**config.mk**
```make
export PLATFORM = sky130hd
export DESIGN_NAME = prs_wakeup_sequencer
export DESIGN_NICKNAME = d
export VERILOG_FILES = /design/src/prs_pkg.sv /design/src/prs_pin_sync.sv /design/src/prs_gap_timer.sv /design/src/prs_wakeup_sequencer.sv
export VERILOG_INCLUDE_DIRS = /design/src
export SDC_FILE = /design/constraint.sdc
export NUM_CORES = 1
export LEC_CHECK = 0
export ABC_CLOCK_PERIOD_IN_PS = 5800
export BUFFER_PORTS_ARGS = -buffer_cell sky130_fd_sc_hd__clkbuf_2
export CAP_MARGIN = 20
export CORE_MARGIN = 5
export CORE_UTILIZATION = 62
export CTS_BUF_LIST = sky130_fd_sc_hd__clkbuf_8
export DETAILED_ROUTE_END_ITERATION = 16
export GPL_TIMING_DRIVEN = 0
export PLACE_DENSITY_LB_ADDON = 0.25
export REMOVE_ABC_BUFFERS = 1
export SYNTH_ARGS = -nofsm -noshare
export SYNTH_HDL_FRONTEND = slang
export SYNTH_SLANG_ARGS = --single-unit
```
**constraint.sdc**
```tcl
create_clock -name ref_clk -period 5.8 [get_ports ref_clk]
set_input_delay 0.29 -clock ref_clk [delete_from_list [all_inputs] [get_ports ref_clk]]
set_output_delay 0.29 -clock ref_clk [all_outputs]
set_load 0.05 [all_outputs]
```
**src/prs_defs.svh**
```systemverilog
// Constants of the power rail wake-up sequencer: offsets, fields, resets.
// Assumes a byte-addressed 32-bit Wishbone register window.
`ifndef PRS_DEFS_SVH
`define PRS_DEFS_SVH

// Register byte offsets
`define PRS_CTRL_OFS 8'h00
`define PRS_RAIL_EN_OFS 8'h04
`define PRS_SEQ_SEL_OFS 8'h08
`define PRS_SEQ_GAP_OFS 8'h0C
`define PRS_STATUS_OFS 8'h10

// Field layout
`define PRS_CTRL_SUSP_BIT 0
`define PRS_SEL_W 4
`define PRS_GAP_W 2
`define PRS_STAT_BUSY_BIT 3
`define PRS_STAT_DOWN_BIT 4
`define PRS_STAT_STEP_LSB 8

// Reset values
`define PRS_CTRL_RST 32'h0000_0000
`define PRS_RAIL_EN_RST 8'h00
`define PRS_SEQ_SEL_RST 32'hA987_6543
`define PRS_SEQ_GAP_RST 18'h0_0000

// Sequence shape and timing, times in ms as printed
`define PRS_NUM_STEPS 10
`define PRS_GAP_MIN_MS 2
`define PRS_GAP_MAX_MS 5
`define PRS_WAIT_TIMEOUT_MS 20000
`define PRS_PDOWN_TOTAL_MS 500
`define PRS_CLK_HZ 100000000

`endif

```
**src/prs_pkg.sv**
```systemverilog
// Types shared by the power rail wake-up sequencer.
// Assumes prs_defs.svh is compiled alongside.
`default_nettype none

package prs_pkg;
	typedef enum logic [2:0]
	{
		PRS_OFF = 3'b000,
		PRS_PRE_OFF = 3'b001,
		PRS_SUSPEND = 3'b010,
		PRS_WAIT_EN = 3'b011,
		PRS_ACTIVE = 3'b100,
		PRS_PDOWN = 3'b101
	} prs_state_type;
endpackage : prs_pkg

`default_nettype wire

```
**src/prs_pin_sync.sv**
```systemverilog
// Two-flop synchroniser with edge detect for a group of pins.
// Assumes pins are asynchronous to ref_clk.
`default_nettype none

module prs_pin_sync #(
	parameter int WIDTH = 1
) (
	input wire logic ref_clk,
	input wire logic reset_n,
	input wire logic [WIDTH-1:0] pinIn,
	output logic [WIDTH-1:0] level,
	output logic [WIDTH-1:0] fall,
	output logic [WIDTH-1:0] rise
);
	logic [WIDTH-1:0] meta_q;
	logic [WIDTH-1:0] sync_q;
	logic [WIDTH-1:0] prev_q;

	// Pins idle high, so reset to high avoids a false edge at release
	always_ff @(posedge ref_clk or negedge reset_n)
	begin
		if (!reset_n)
		begin
			meta_q <= '1;
			sync_q <= '1;
			prev_q <= '1;
		end
		else
		begin
			meta_q <= pinIn;
			sync_q <= meta_q;
			prev_q <= sync_q;
		end
	end

	assign level = sync_q;
	assign fall = prev_q & ~sync_q;
	assign rise = ~prev_q & sync_q;
endmodule : prs_pin_sync

`default_nettype wire

```
**src/prs_gap_timer.sv**
```systemverilog
// Down-counting interval timer: expired pulses loadVal+1 cycles after load.
// Assumes loadVal is at least 1.
`default_nettype none

module prs_gap_timer #(
	parameter int CNT_W = 32
) (
	input wire logic ref_clk,
	input wire logic reset_n,
	input wire logic load,
	input wire logic [CNT_W-1:0] loadVal,
	output logic expired
);
	logic [CNT_W-1:0] cnt_q;
	logic expired_q;
	wire lastTick = (cnt_q == CNT_W'(1)) && !load;

	always_ff @(posedge ref_clk or negedge reset_n)
	begin
		if (!reset_n)
		begin
			cnt_q <= '0;
			expired_q <= 1'b0;
		end
		else
		begin
			if (load)
				cnt_q <= loadVal;
			else if (cnt_q != '0)
				cnt_q <= cnt_q - CNT_W'(1);
			expired_q <= lastTick;
		end
	end

	assign expired = expired_q;
endmodule : prs_gap_timer

`default_nettype wire

```
**src/prs_wakeup_sequencer.sv**
```systemverilog
// Wake-up state machine and ten-step rail power-up/power-down sequencer
// with a classic Wishbone register slave.
// Assumes ref_clk at 100 MHz from the internal oscillator and pins that
// are asynchronous to it.
`default_nettype none
`include "prs_defs.svh"

module prs_wakeup_sequencer
#(
	parameter int NUM_RAILS = 8,
	parameter int CYCLES_PER_MS = `PRS_CLK_HZ / 1000
) (
	input wire logic ref_clk,
	input wire logic reset_n,
	input wire logic wb_cyc_i,
	input wire logic wb_stb_i,
	input wire logic wb_we_i,
	input wire logic [7:0] wb_adr_i,
	input wire logic [3:0] wb_sel_i,
	input wire logic [31:0] wb_dat_i,
	output logic [31:0] wb_dat_o,
	output logic wb_ack_o,
	output logic wb_err_o,
	input wire logic pushbutton_in,
	input wire logic adapter_detect_in,
	input wire logic host_power_enable_in,
	input wire logic undervoltage_lockout,
	input wire logic overtemp_shutdown,
	input wire logic bias_present_in,
	output logic [NUM_RAILS-1:0] rail_enable_o,
	output logic [NUM_RAILS-1:0] rail_discharge_o,
	output logic seq_busy_o,
	output prs_pkg::prs_state_type power_state_o
);
	import prs_pkg::*;

	localparam int SW = `PRS_SEL_W;
	localparam int GW = `PRS_GAP_W;
	localparam int NGAP = `PRS_NUM_STEPS - 1;
	localparam logic [3:0] LAST_STEP = 4'(`PRS_NUM_STEPS - 1);
	localparam logic [31:0] MS_CYC = 32'(CYCLES_PER_MS);
	localparam logic [31:0] WAIT_CYC =
		32'(64'(`PRS_WAIT_TIMEOUT_MS) * 64'(CYCLES_PER_MS));
	localparam logic [31:0] PDOWN_CYC =
		32'(64'(`PRS_PDOWN_TOTAL_MS) * 64'(CYCLES_PER_MS));

	// Synchronised pins: 0 button, 1 adapter, 2 enable, 3 undervoltage_lockout, 4 ots,
	// 5 bias
	logic [5:0] pinLvl;
	logic [5:0] pinFall;
	logic [5:0] pinRise;

	prs_pin_sync #(
		.WIDTH(6)
	) u_pins (
		.ref_clk(ref_clk),
		.reset_n(reset_n),
		.pinIn({bias_present_in, overtemp_shutdown, undervoltage_lockout,
			host_power_enable_in, adapter_detect_in, pushbutton_in}),
		.level(pinLvl),
		.fall(pinFall),
		.rise(pinRise)
	);

	wire pbLvl = pinLvl[0];
	wire acLvl = pinLvl[1];
	wire enLvl = pinLvl[2];
	wire fault = pinLvl[3] | pinLvl[4];
	wire pbFall = pinFall[0];
	wire acFall = pinFall[1];
	wire biasRise = pinRise[5];

	// Registers
	logic [31:0] ctrl_q;
	logic [NUM_RAILS-1:0] railEn_q;
	logic [NUM_RAILS-1:0] dischg_q;
	logic [31:0] seqSel_q;
	logic [NGAP*GW-1:0] seqGap_q;

	// State
	prs_state_type state_q;
	prs_state_type state_d;
	prs_state_type pdDest_q;
	prs_state_type pdDest_d;
	logic seqRun_q;
	logic seqDown_q;
	logic [3:0] step_q;
	logic waitExp_q;

	// Wake and power-down decisions
	wire noFault = !fault;
	wire wakeCommon = pbFall | acFall | enLvl;
	wire wakeOff = noFault & (wakeCommon | (biasRise & !acLvl));
	wire wakePreOff = noFault & wakeCommon;
	wire wakeSusp = noFault & (pbFall | acFall | enLvl);
	wire inputsHigh = pbLvl & acLvl;
	wire suspOnRel = ctrl_q[`PRS_CTRL_SUSP_BIT];
	logic startUp;
	logic startDown;
	logic waitExpired;
	logic pdDone;

	always_comb
	begin
		state_d = state_q;
		pdDest_d = pdDest_q;
		startUp = 1'b0;
		startDown = 1'b0;
		unique case (state_q)
			PRS_OFF:
				if (wakeOff)
				begin
					state_d = PRS_WAIT_EN;
					startUp = 1'b1;
				end
			PRS_PRE_OFF:
				if (wakePreOff)
				begin
					state_d = PRS_WAIT_EN;
					startUp = 1'b1;
				end
			PRS_SUSPEND:
				if (wakeSusp)
				begin
					state_d = PRS_WAIT_EN;
					startUp = 1'b1;
				end
			PRS_WAIT_EN:
				if (fault)
				begin
					state_d = PRS_PDOWN;
					pdDest_d = PRS_OFF;
					startDown = 1'b1;
				end
				else if (enLvl)
					state_d = PRS_ACTIVE;
				else if (inputsHigh && waitExp_q)
				begin
					state_d = PRS_PDOWN;
					pdDest_d = PRS_OFF;
					startDown = 1'b1;
				end
				// Otherwise hold while enable low and either an input low or the wait time-out not yet expired
			PRS_ACTIVE:
				// Adapter ignored here, only enable loss or a fault ends the session
				if (fault || !enLvl)
				begin
					state_d = PRS_PDOWN;
					pdDest_d = (!fault && suspOnRel) ? PRS_SUSPEND
						: (fault ? PRS_OFF : PRS_PRE_OFF);
					startDown = 1'b1;
				end
			PRS_PDOWN:
				if (pdDone)
					state_d = pdDest_q;
			default:
				state_d = PRS_OFF;
		endcase
	end

	always_ff @(posedge ref_clk or negedge reset_n)
	begin
		if (!reset_n)
		begin
			state_q <= PRS_OFF;
			pdDest_q <= PRS_OFF;
		end
		else
		begin
			state_q <= state_d;
			pdDest_q <= pdDest_d;
		end
	end

	// The wait time-out only counts from entry to the wait state
	always_ff @(posedge ref_clk or negedge reset_n)
	begin
		if (!reset_n)
			waitExp_q <= 1'b0;
		else if (startUp)
			waitExp_q <= 1'b0;
		else if (waitExpired)
			waitExp_q <= 1'b1;
	end

	prs_gap_timer #(
		.CNT_W(32)
	) u_wait_tmr (
		.ref_clk(ref_clk),
		.reset_n(reset_n),
		.load(startUp),
		.loadVal(WAIT_CYC),
		.expired(waitExpired)
	);

	// Fixed power-down length regardless of programmed gaps
	prs_gap_timer #(
		.CNT_W(32)
	) u_pdown_tmr (
		.ref_clk(ref_clk),
		.reset_n(reset_n),
		.load(startDown),
		.loadVal(PDOWN_CYC),
		.expired(pdDone)
	);

	// Step engine
	logic gapDone;
	wire gapTick = gapDone & seqRun_q & !startUp & !startDown;
	wire fireNow = startUp | startDown | gapTick;
	wire dirDown = startDown | (!startUp & seqDown_q);
	wire [3:0] fireStep = startUp ? 4'd0
		: startDown ? LAST_STEP
		: (seqDown_q ? step_q - 4'd1 : step_q + 4'd1);
	wire lastFire = dirDown ? (fireStep == 4'd0)
		: (fireStep == LAST_STEP);
	wire [3:0] gapIdx = dirDown ? fireStep - 4'd1 : fireStep;
	wire [GW-1:0] gapCode = seqGap_q[gapIdx*GW +: GW];
	wire [31:0] gapMs = 32'(`PRS_GAP_MIN_MS) + 32'(gapCode);
	wire [31:0] gapCyc = 32'(64'(gapMs) * 64'(MS_CYC));

	prs_gap_timer #(
		.CNT_W(32)
	) u_gap_tmr (
		.ref_clk(ref_clk),
		.reset_n(reset_n),
		.load(fireNow && !lastFire),
		// Expiry is registered, costing a cycle, so load one short
		.loadVal(gapCyc - 32'd1),
		.expired(gapDone)
	);

	always_ff @(posedge ref_clk or negedge reset_n)
	begin
		if (!reset_n)
		begin
			seqRun_q <= 1'b0;
			seqDown_q <= 1'b0;
			step_q <= 4'd0;
		end
		else if (fireNow)
		begin
			seqRun_q <= !lastFire;
			seqDown_q <= dirDown;
			step_q <= fireStep;
		end
	end

	// Wishbone slave: answer one cycle after the request is seen
	logic ack_q;
	logic err_q;
	logic [31:0] rdData_q;
	wire [5:0] regIdx = wb_adr_i[7:2];
	wire hitCtrl = regIdx == 6'(`PRS_CTRL_OFS >> 2);
	wire hitRail = regIdx == 6'(`PRS_RAIL_EN_OFS >> 2);
	wire hitSel = regIdx == 6'(`PRS_SEQ_SEL_OFS >> 2);
	wire hitGap = regIdx == 6'(`PRS_SEQ_GAP_OFS >> 2);
	wire hitStat = regIdx == 6'(`PRS_STATUS_OFS >> 2);
	wire mapped = hitCtrl | hitRail | hitSel | hitGap | hitStat;
	wire newReq = wb_cyc_i & wb_stb_i & !ack_q & !err_q;
	wire refuse = !mapped | (hitRail & seqRun_q);
	wire wrNow = wb_cyc_i & wb_stb_i & wb_we_i & ack_q;
	wire [31:0] byteMask = {{8{wb_sel_i[3]}}, {8{wb_sel_i[2]}},
		{8{wb_sel_i[1]}}, {8{wb_sel_i[0]}}};
	wire [31:0] statusWord = {20'h0_0000, 4'(step_q), 3'b000,
		seqDown_q, seqRun_q, 3'(state_q)};
	wire [31:0] railWord = 32'(railEn_q);
	wire [31:0] gapWord = 32'(seqGap_q);
	wire [31:0] rdMux = hitCtrl ? ctrl_q
		: hitRail ? railWord
		: hitSel ? seqSel_q
		: hitGap ? gapWord
		: hitStat ? statusWord
		: 32'h0000_0000;

	always_ff @(posedge ref_clk or negedge reset_n)
	begin
		if (!reset_n)
		begin
			ack_q <= 1'b0;
			err_q <= 1'b0;
			rdData_q <= 32'h0000_0000;
		end
		else
		begin
			ack_q <= newReq & !refuse;
			err_q <= newReq & refuse;
			if (newReq)
				rdData_q <= refuse ? 32'h0000_0000 : rdMux;
		end
	end

	function automatic logic [31:0] merge(input logic [31:0] oldV);
		merge = (oldV & ~byteMask) | (wb_dat_i & byteMask);
	endfunction : merge

	wire [31:0] gapMerged = merge(gapWord);

	// Configuration registers are host-writable at any time
	always_ff @(posedge ref_clk or negedge reset_n)
	begin
		if (!reset_n)
		begin
			ctrl_q <= `PRS_CTRL_RST;
			seqSel_q <= `PRS_SEQ_SEL_RST;
			seqGap_q <= `PRS_SEQ_GAP_RST;
		end
		else if (wrNow)
		begin
			if (hitCtrl)
				ctrl_q <= merge(ctrl_q) & 32'h0000_0001;
			if (hitSel)
				seqSel_q <= merge(seqSel_q);
			if (hitGap)
				seqGap_q <= gapMerged[NGAP*GW-1:0];
		end
	end

	// Per-rail enable and discharge; a step firing wins over the host
	wire [31:0] hostRail = merge(railWord);
	logic [NUM_RAILS-1:0] railEn_d;
	logic [NUM_RAILS-1:0] dischg_d;

	for (genvar r = 0; r < NUM_RAILS; r++)
	begin : g_rail
		wire [SW-1:0] sel = seqSel_q[r*SW +: SW];
		// Step numbers are 1-based in the select field, zero means none
		wire hit = fireNow && (sel != '0)
			&& (sel == SW'(fireStep) + SW'(1));
		wire hostWr = wrNow && hitRail;
		always_comb
		begin
			railEn_d[r] = railEn_q[r];
			dischg_d[r] = dischg_q[r];
			if (hostWr)
			begin
				railEn_d[r] = hostRail[r];
				dischg_d[r] = dischg_q[r] & !hostRail[r];
			end
			if (hit)
			begin
				railEn_d[r] = !dirDown;
				dischg_d[r] = dirDown;
			end
		end
	end

	always_ff @(posedge ref_clk or negedge reset_n)
	begin
		if (!reset_n)
		begin
			railEn_q <= NUM_RAILS'(`PRS_RAIL_EN_RST);
			dischg_q <= '0;
		end
		else
		begin
			railEn_q <= railEn_d;
			dischg_q <= dischg_d;
		end
	end

	assign wb_ack_o = ack_q;
	assign wb_err_o = err_q;
	assign wb_dat_o = rdData_q;
	assign rail_enable_o = railEn_q;
	assign rail_discharge_o = dischg_q;
	assign seq_busy_o = seqRun_q;
	assign power_state_o = state_q;
endmodule : prs_wakeup_sequencer

`default_nettype wire

```
## Word-level counts from Yosys, hierarchy flattened

Cells that the tools add are included.

| word-level totals | value |
|---|---|
| output and inout port bits | 54 |
| word-level logic and storage cells | 277 |
| input port bits | 55 |
| flip-flop bits (word level) | 231 |

| cells by class | value |
|---|---|
| mux-type cells | 74 |
| bitwise gates (word level) | 50 |
| equality and inequality tests | 28 |
| multipliers | 1 |
| add/sub/neg operators | 9 |
| reductions and logical operators | 77 |
| shift-type cells | 1 |

Operators with widths:

| cell | number |
|---|---|
| $mux W32 | 10 |
| $eq A32 B1 Y1 const B | 3 |
| $reduce_bool A32 Y1 | 3 |
| $sub A32 B1 Y32 const B | 3 |
| $and A32 B32 Y32 | 2 |
| $mux W1 | 42 |
| $mux W3 | 11 |
| $eq A4 B4 Y1 | 8 |
| $not A32 Y32 | 1 |
| $or A32 B32 Y32 | 1 |
| $reduce_bool A4 Y1 | 8 |
| $reduce_bool A2 Y1 | 13 |
| $and A1 B1 Y1 | 25 |
| $logic_and A1 B1 Y1 | 23 |
| $sub A20 B1 Y21 const B | 1 |
| $logic_not A1 Y1 | 20 |
| $and A18 B18 Y18 | 1 |
| $mux W18 | 1 |
| $or A18 B18 Y18 | 1 |
| $shiftx A18 B6 Y2 | 1 |
| $mux W4 | 4 |
| $mul A3 B12 Y15 const B | 1 |
| $pmux W3 S5 | 1 |
| $or A1 B1 Y1 | 13 |
| other kinds (32) | 43 |

## Logic depth before layout (Yosys ltp)

| logic depth | value |
|---|---|
| depth after elaboration | 17 |
| mapped depth | 23 |
| mapped depth without buffers | 20 |

## Hierarchy

Synthesis repeated with hierarchy kept, for this count alone.

| unflattened totals | value |
|---|---|
| cells, all modules | 1,229 |
| area total of the unflattened synthesis | 12,764.7 sq um |

By module, submodules not included:

| module | area an instance (sq um) | seq. area each (sq um) | instances | cells each |
|---|---|---|---|---|
| prs_wakeup_sequencer | 6,214.7 | 2,846.5 | 1 | 557 |
| prs_gap_timer | 1,990.7 | 825.8 | 3 | 214 |
| prs_pin_sync | 578.1 | 473.0 | 1 | 30 |

## Worst setup path after synthesis

Ideal clock, no wire load.

| path | value |
|---|---|
| path kind | reg2reg |
| from | register state_q[1], in the netlist power_state_o[1] |
| to | register u_gap_tmr.cnt_q[19] |
| arrival | 4.684 ns |
| buffers on the path | 4 |
| setup time | 0.070 ns |
| path slack | 1.046 ns |
| cell stages (with the launch flop) | 23 |
| data required time | 5.730 ns |
| clock period less this slack | 4.754 ns |
| cell sequence | dfrtp_1 buf_2 inv_1 o41a_1 nand2b_1 clkbuf_1 o21ai_0 buf_2 ha_1 clkbuf_1 nand2b_1 o22ai_1 a2111oi_0 a311o_1 a21bo_2 nor2b_1 ha_1 nand3b_1 nor2_1 o211a_1 o31a_1 nand3_1 nand3b_1 |

| between the ends | value |
|---|---|
| cells in the longest elaborated chain, start to end | 12 |
| elaborated cells between the ends (all ways) | 31 |
| those cells by class | 3 x add/sub; 1 x mul; 5 x eq/ne; 1 x shift; 7 x mux; 6 x bitwise; 8 x reduce/logical |

RTL lines:

| item | RTL line | RTL |
|---|---|---|
| start: declaration | prs_wakeup_sequencer.sv:81 | `prs_state_type state_q;` |
| start signal: assignment | prs_wakeup_sequencer.sv:170 | `state_q <= state_d;` |
| branches (longest 12 deep; another with $sub A20 B1 Y21) | n/a |  |
| end signal: assignment | prs_gap_timer.sv:28 | `cnt_q <= loadVal;` |
| end signal: assignment | prs_gap_timer.sv:30 | `cnt_q <= cnt_q - CNT_W'(1);` |
| end: declaration | prs_gap_timer.sv:14 | `logic [CNT_W-1:0] cnt_q;` |

Parallel ways; which one is timed is not known.
A chain may end at the register's enable or synchronous reset.

## Worst setup path in the final report

| path | value |
|---|---|
| from | register u_pins.sync_q[2], in the netlist u_pins.level[2] |
| to | register u_gap_tmr.cnt_q[19] |

| between the ends | value |
|---|---|
| cells in the longest elaborated chain, start to end | 14 |
| elaborated cells between the ends (all ways) | 36 |
| those cells by class | 3 x add/sub; 1 x mul; 1 x eq/ne; 1 x shift; 12 x mux; 10 x bitwise; 8 x reduce/logical |

RTL lines:

| item | RTL line | RTL |
|---|---|---|
| start: declaration | prs_pin_sync.sv:16 | `logic [WIDTH-1:0] sync_q;` |
| start signal: assignment | prs_pin_sync.sv:31 | `sync_q <= meta_q;` |
| branches (longest 14 deep; another with $sub A20 B1 Y21) | n/a |  |

Parallel ways; which one is timed is not known.

==> flow_summary.toml <==
[worst_setup_path]
cpMaxStageDelayCell = "ha_1"
start_kind = "register"
cp_max_fo = 19
crit_path_end = "u_gap_tmr.cnt_q[19]"
endpoint_kind = "register"
cp.required_ps = 6250
cp_cell_sequence = "or3b_2 > nand2_1 > nand2_1 > o21ai_1 > ha_1 > nand2b_1 > o22ai_1 > a2111oi_0 > a311o_1 > a21bo_2 > nor2b_1 > ha_1 > nand3b_1 > nor2_1 > o211a_1 > o31a_1 > nand3_1 > nand3b_1"
rr_worst_depth = 18
crit_start = "u_pins.level[2]"
max_stage_delay_ps = 630
ff2ff_setup_slack_ps = 420
rr_startpoint = "u_pins.level[2]"
r2r_end = "u_gap_tmr.cnt_q[19]"
critPathArrivalTime_ps = 5830
path_class = "register to register"

[grt]
grt_max_degree = 115
grt_pass1_vias = 8860
grt.total_usage_pct = 25.3
grt_overflow = 0
grt_pass1_wl_mm = 45.1
antenna_found_initial = 0

[floorplan]
ioPinCount = 109
rows = 49
initial_core_util_pct = 63.5
die_y_um = 146
coreArea_sq_um = 18100
die_x_um = 146
die-area_sq_um = 21400

[cells_and_area]
n_antenna_cell = 0
fin_area_sq_um = 13300
drive_gt1_share_pct = 22.0
finish.utilization_pct = 73.2
area.growth.synth_to_final_pct = 15.2
nFillCells = 1277
final_nets = 1320

[logic_synthesis]
synthArstFlopShare_pct = 100
synth_top_family_by_area = "simple AND/OR/NAND/NOR gates"
netlist_area_sq_um = 11500
synth_adder_area_share_pct = 2.24
muxShareOfSynthArea_pct = 8.86
synth_seq_area_share_pct = 49.6
synth-main-ff-cell = "dfrtp_1"
synthSimpleGateAreaFrac_pct = 18.5
postSynthCellCount = 1115
netlist-cell-type-count = 76
synthXorXnorAreaFrac_pct = 8.04
ys_ff_latch = 227
synth-compound-area-share_pct = 10.1
avgSynthCellArea_sq_um = 10.3
synth_edf_count = 0
yosysWarnings = 0

[timing]
max_freq_mhz = 186
slew_violations = 0
fin_crit_ps = 5380
setup_tns_ps = 0
grt_setup_unrepaired = "false"
relSlewSlack_pct = 25.4
setup_slack_ps = 417
period_share_pct = 92.8
setup_violations = 0
final.setup_skew_ps = 15.2
tightest_slew_ps = 1120
hold_viol = 0

[power_and_ir_drop]
ir_worst_vdd_mv = 0.338
clkPwrFrac_pct = 25.5
power_mw = 5.61
switchingPower_mw = 2.25
leakagePower_nw = 6.10
p_sw_share_pct = 40.1
p_comb_share_pct = 38.9
intPower_mw = 3.36
power.density_nw_per_um2 = 422
seqPwrFrac_pct = 35.7

[routing]
vias = 9135
ant_nets = 0
drt_pre_antenna_iters = 6
viasPerCell = 6.07
drtIter0Drc = 730
wire_per_inst_um = 18.0
drt_wl_total_mm = 27.0
drc_errors = 0

[clocking]
cts.sinks = 227
cts-root-buf = "clkbuf_8"
cts_buffers = 38
clk_path_buf_depth = 3
clk_latency_ps = 530
cts_tree = "done"
path_clk_slew_ps = 60
htreeDepth = 2

[status]
status = "complete, no violations"

[flow_run]
max-cap-violations = 0

[placed_design]
io_buffers = 106
place_ws_ps = 20.7
placed_area_sq_um = 12200
gp_congestion = 0.881
hpwl_mm = 18.0

[hold_path]
hold_class = "input pin to register"
holdPathStages = 2
## cells in the mapped netlist, drive strengths merged (14+ instances only)
master    n  area, sq um
a21oi    42          210
a22o     15          131
buf      15         86.3
clkbuf   30          116
dfrtp   197         4930
dfstp    30          788
ha       19          238
inv      26         97.6
mux2     56          631
mux2i    39          390
nand2    91          342
nand3    36          180
nor2    102          383
nor3     64          320
nor4     24          156
o21ai    53          269
o31ai    14          133
or3      24          159
or4      15          124
xnor2    50          445
xor2     55          482
## final cells by class
type / instances / area (sq um) / area share, %
clock buffers: 49 / 674 / 5.08
multi-input cells: 816 / 5530 / 41.6
flip-flops and latches: 227 / 5720 / 43.0
clock inverters: 21 / 111 / 0.838
well taps: 229 / 287 / 2.16
inverters: 27 / 101 / 0.763
repair buffers: 135 / 861 / 6.48
## logic make-up (layout without fill, tap and decap cells)
kind of cell	after synthesis	in the layout
XOR/XNOR	105	105
multiplexers	95	95
AO/OA/AOI/OAI	174	174
flip-flops	227	227
adder cells (fa/ha/maj)	20	20
AND/OR/NAND/NOR	422	422
buffers and inverters	72	232
## per-stage QoR
step	hold WS (ps)	instances
after floorplan	-5.59	1070
after global placement	346	1405
after detailed placement	348	1410
after CTS	0.204	1503
after global routing	3.28	1504
final	20.8	1504
## critical path, delay by kind of cell, from the launching register on
family	cells	cell delay, ps
and+or+nand+nor	9	1900
adders and majority gates	2	850
AOI/OAI and AO/OA	7	1990
DFF	1	580
## per-layer routing
layer	global-route usage (%)	wire (um)
met5	0	0
met1	35.0	11600
met4	7.62	540
met2	41.2	13100
met3	4.83	1810
## timing repair
action	in CTS	in global routing
endpoints found under the setup margin	1	2
resized for setup	1	2
buffers inserted	0	0
endpoints found under the hold margin	120	1
hold buffers	23	1
## layout by cell type, fill, tap and decap left out, types with 5 or more instances in the layout
| master | netlist | final |
|---|---|---|
| dfrtp_1 | 197 | 197 |
| clkbuf_2 | 0 | 105 |
| nor2_1 | 102 | 102 |
| nand2_1 | 91 | 91 |
| nor3_1 | 64 | 63 |
| mux2_2 | 56 | 56 |
| xor2_1 | 55 | 55 |
| clkbuf_8 | 0 | 50 |
| xnor2_1 | 49 | 49 |
| o21ai_0 | 50 | 49 |
| a21oi_1 | 42 | 42 |
| inv_1 | 26 | 41 |
| mux2i_1 | 39 | 39 |
| nand3_1 | 36 | 35 |
| dfstp_2 | 30 | 30 |
| dlygate4sd3_1 | 0 | 24 |
| nor4_1 | 23 | 22 |
| or3_1 | 20 | 20 |
| ha_1 | 19 | 19 |
| a22o_1 | 15 | 15 |
| or4_1 | 12 | 12 |
| o31ai_1 | 12 | 12 |
| nand4_1 | 10 | 10 |
| nor2b_1 | 9 | 9 |
| nand2b_1 | 7 | 6 |
| or2_2 | 6 | 6 |
| a222oi_1 | 6 | 6 |
| and3_1 | 5 | 5 |
| clkinv_2 | 0 | 5 |
## how the worst min path moves through the flow
stage	to	slack, ps	startpoint
detailed placement	u_pins.level[2]	350	u_pins.meta_q[2]
global placement	u_pins.level[1]	350	u_pins.meta_q[1]
CTS	register	0.2	wb_dat_i[13]
finish	register	20	wb_dat_i[15]
global route	register	3	wb_dat_i[20]
floorplan	asynchronous set/reset pin	-6	reset_n
## power groups by stage
stage	Combinational [mW]	Sequential, mW	Clock [mW]
floorplan	1.52	2.01	0
global placement	2.04	2.01	0
detailed placement	2.12	2.02	0
CTS	2.15	1.99	1.46
global route	2.41	2.03	1.55
finish	2.18	2.00	1.43
Power figures use the tool's default switching activity.
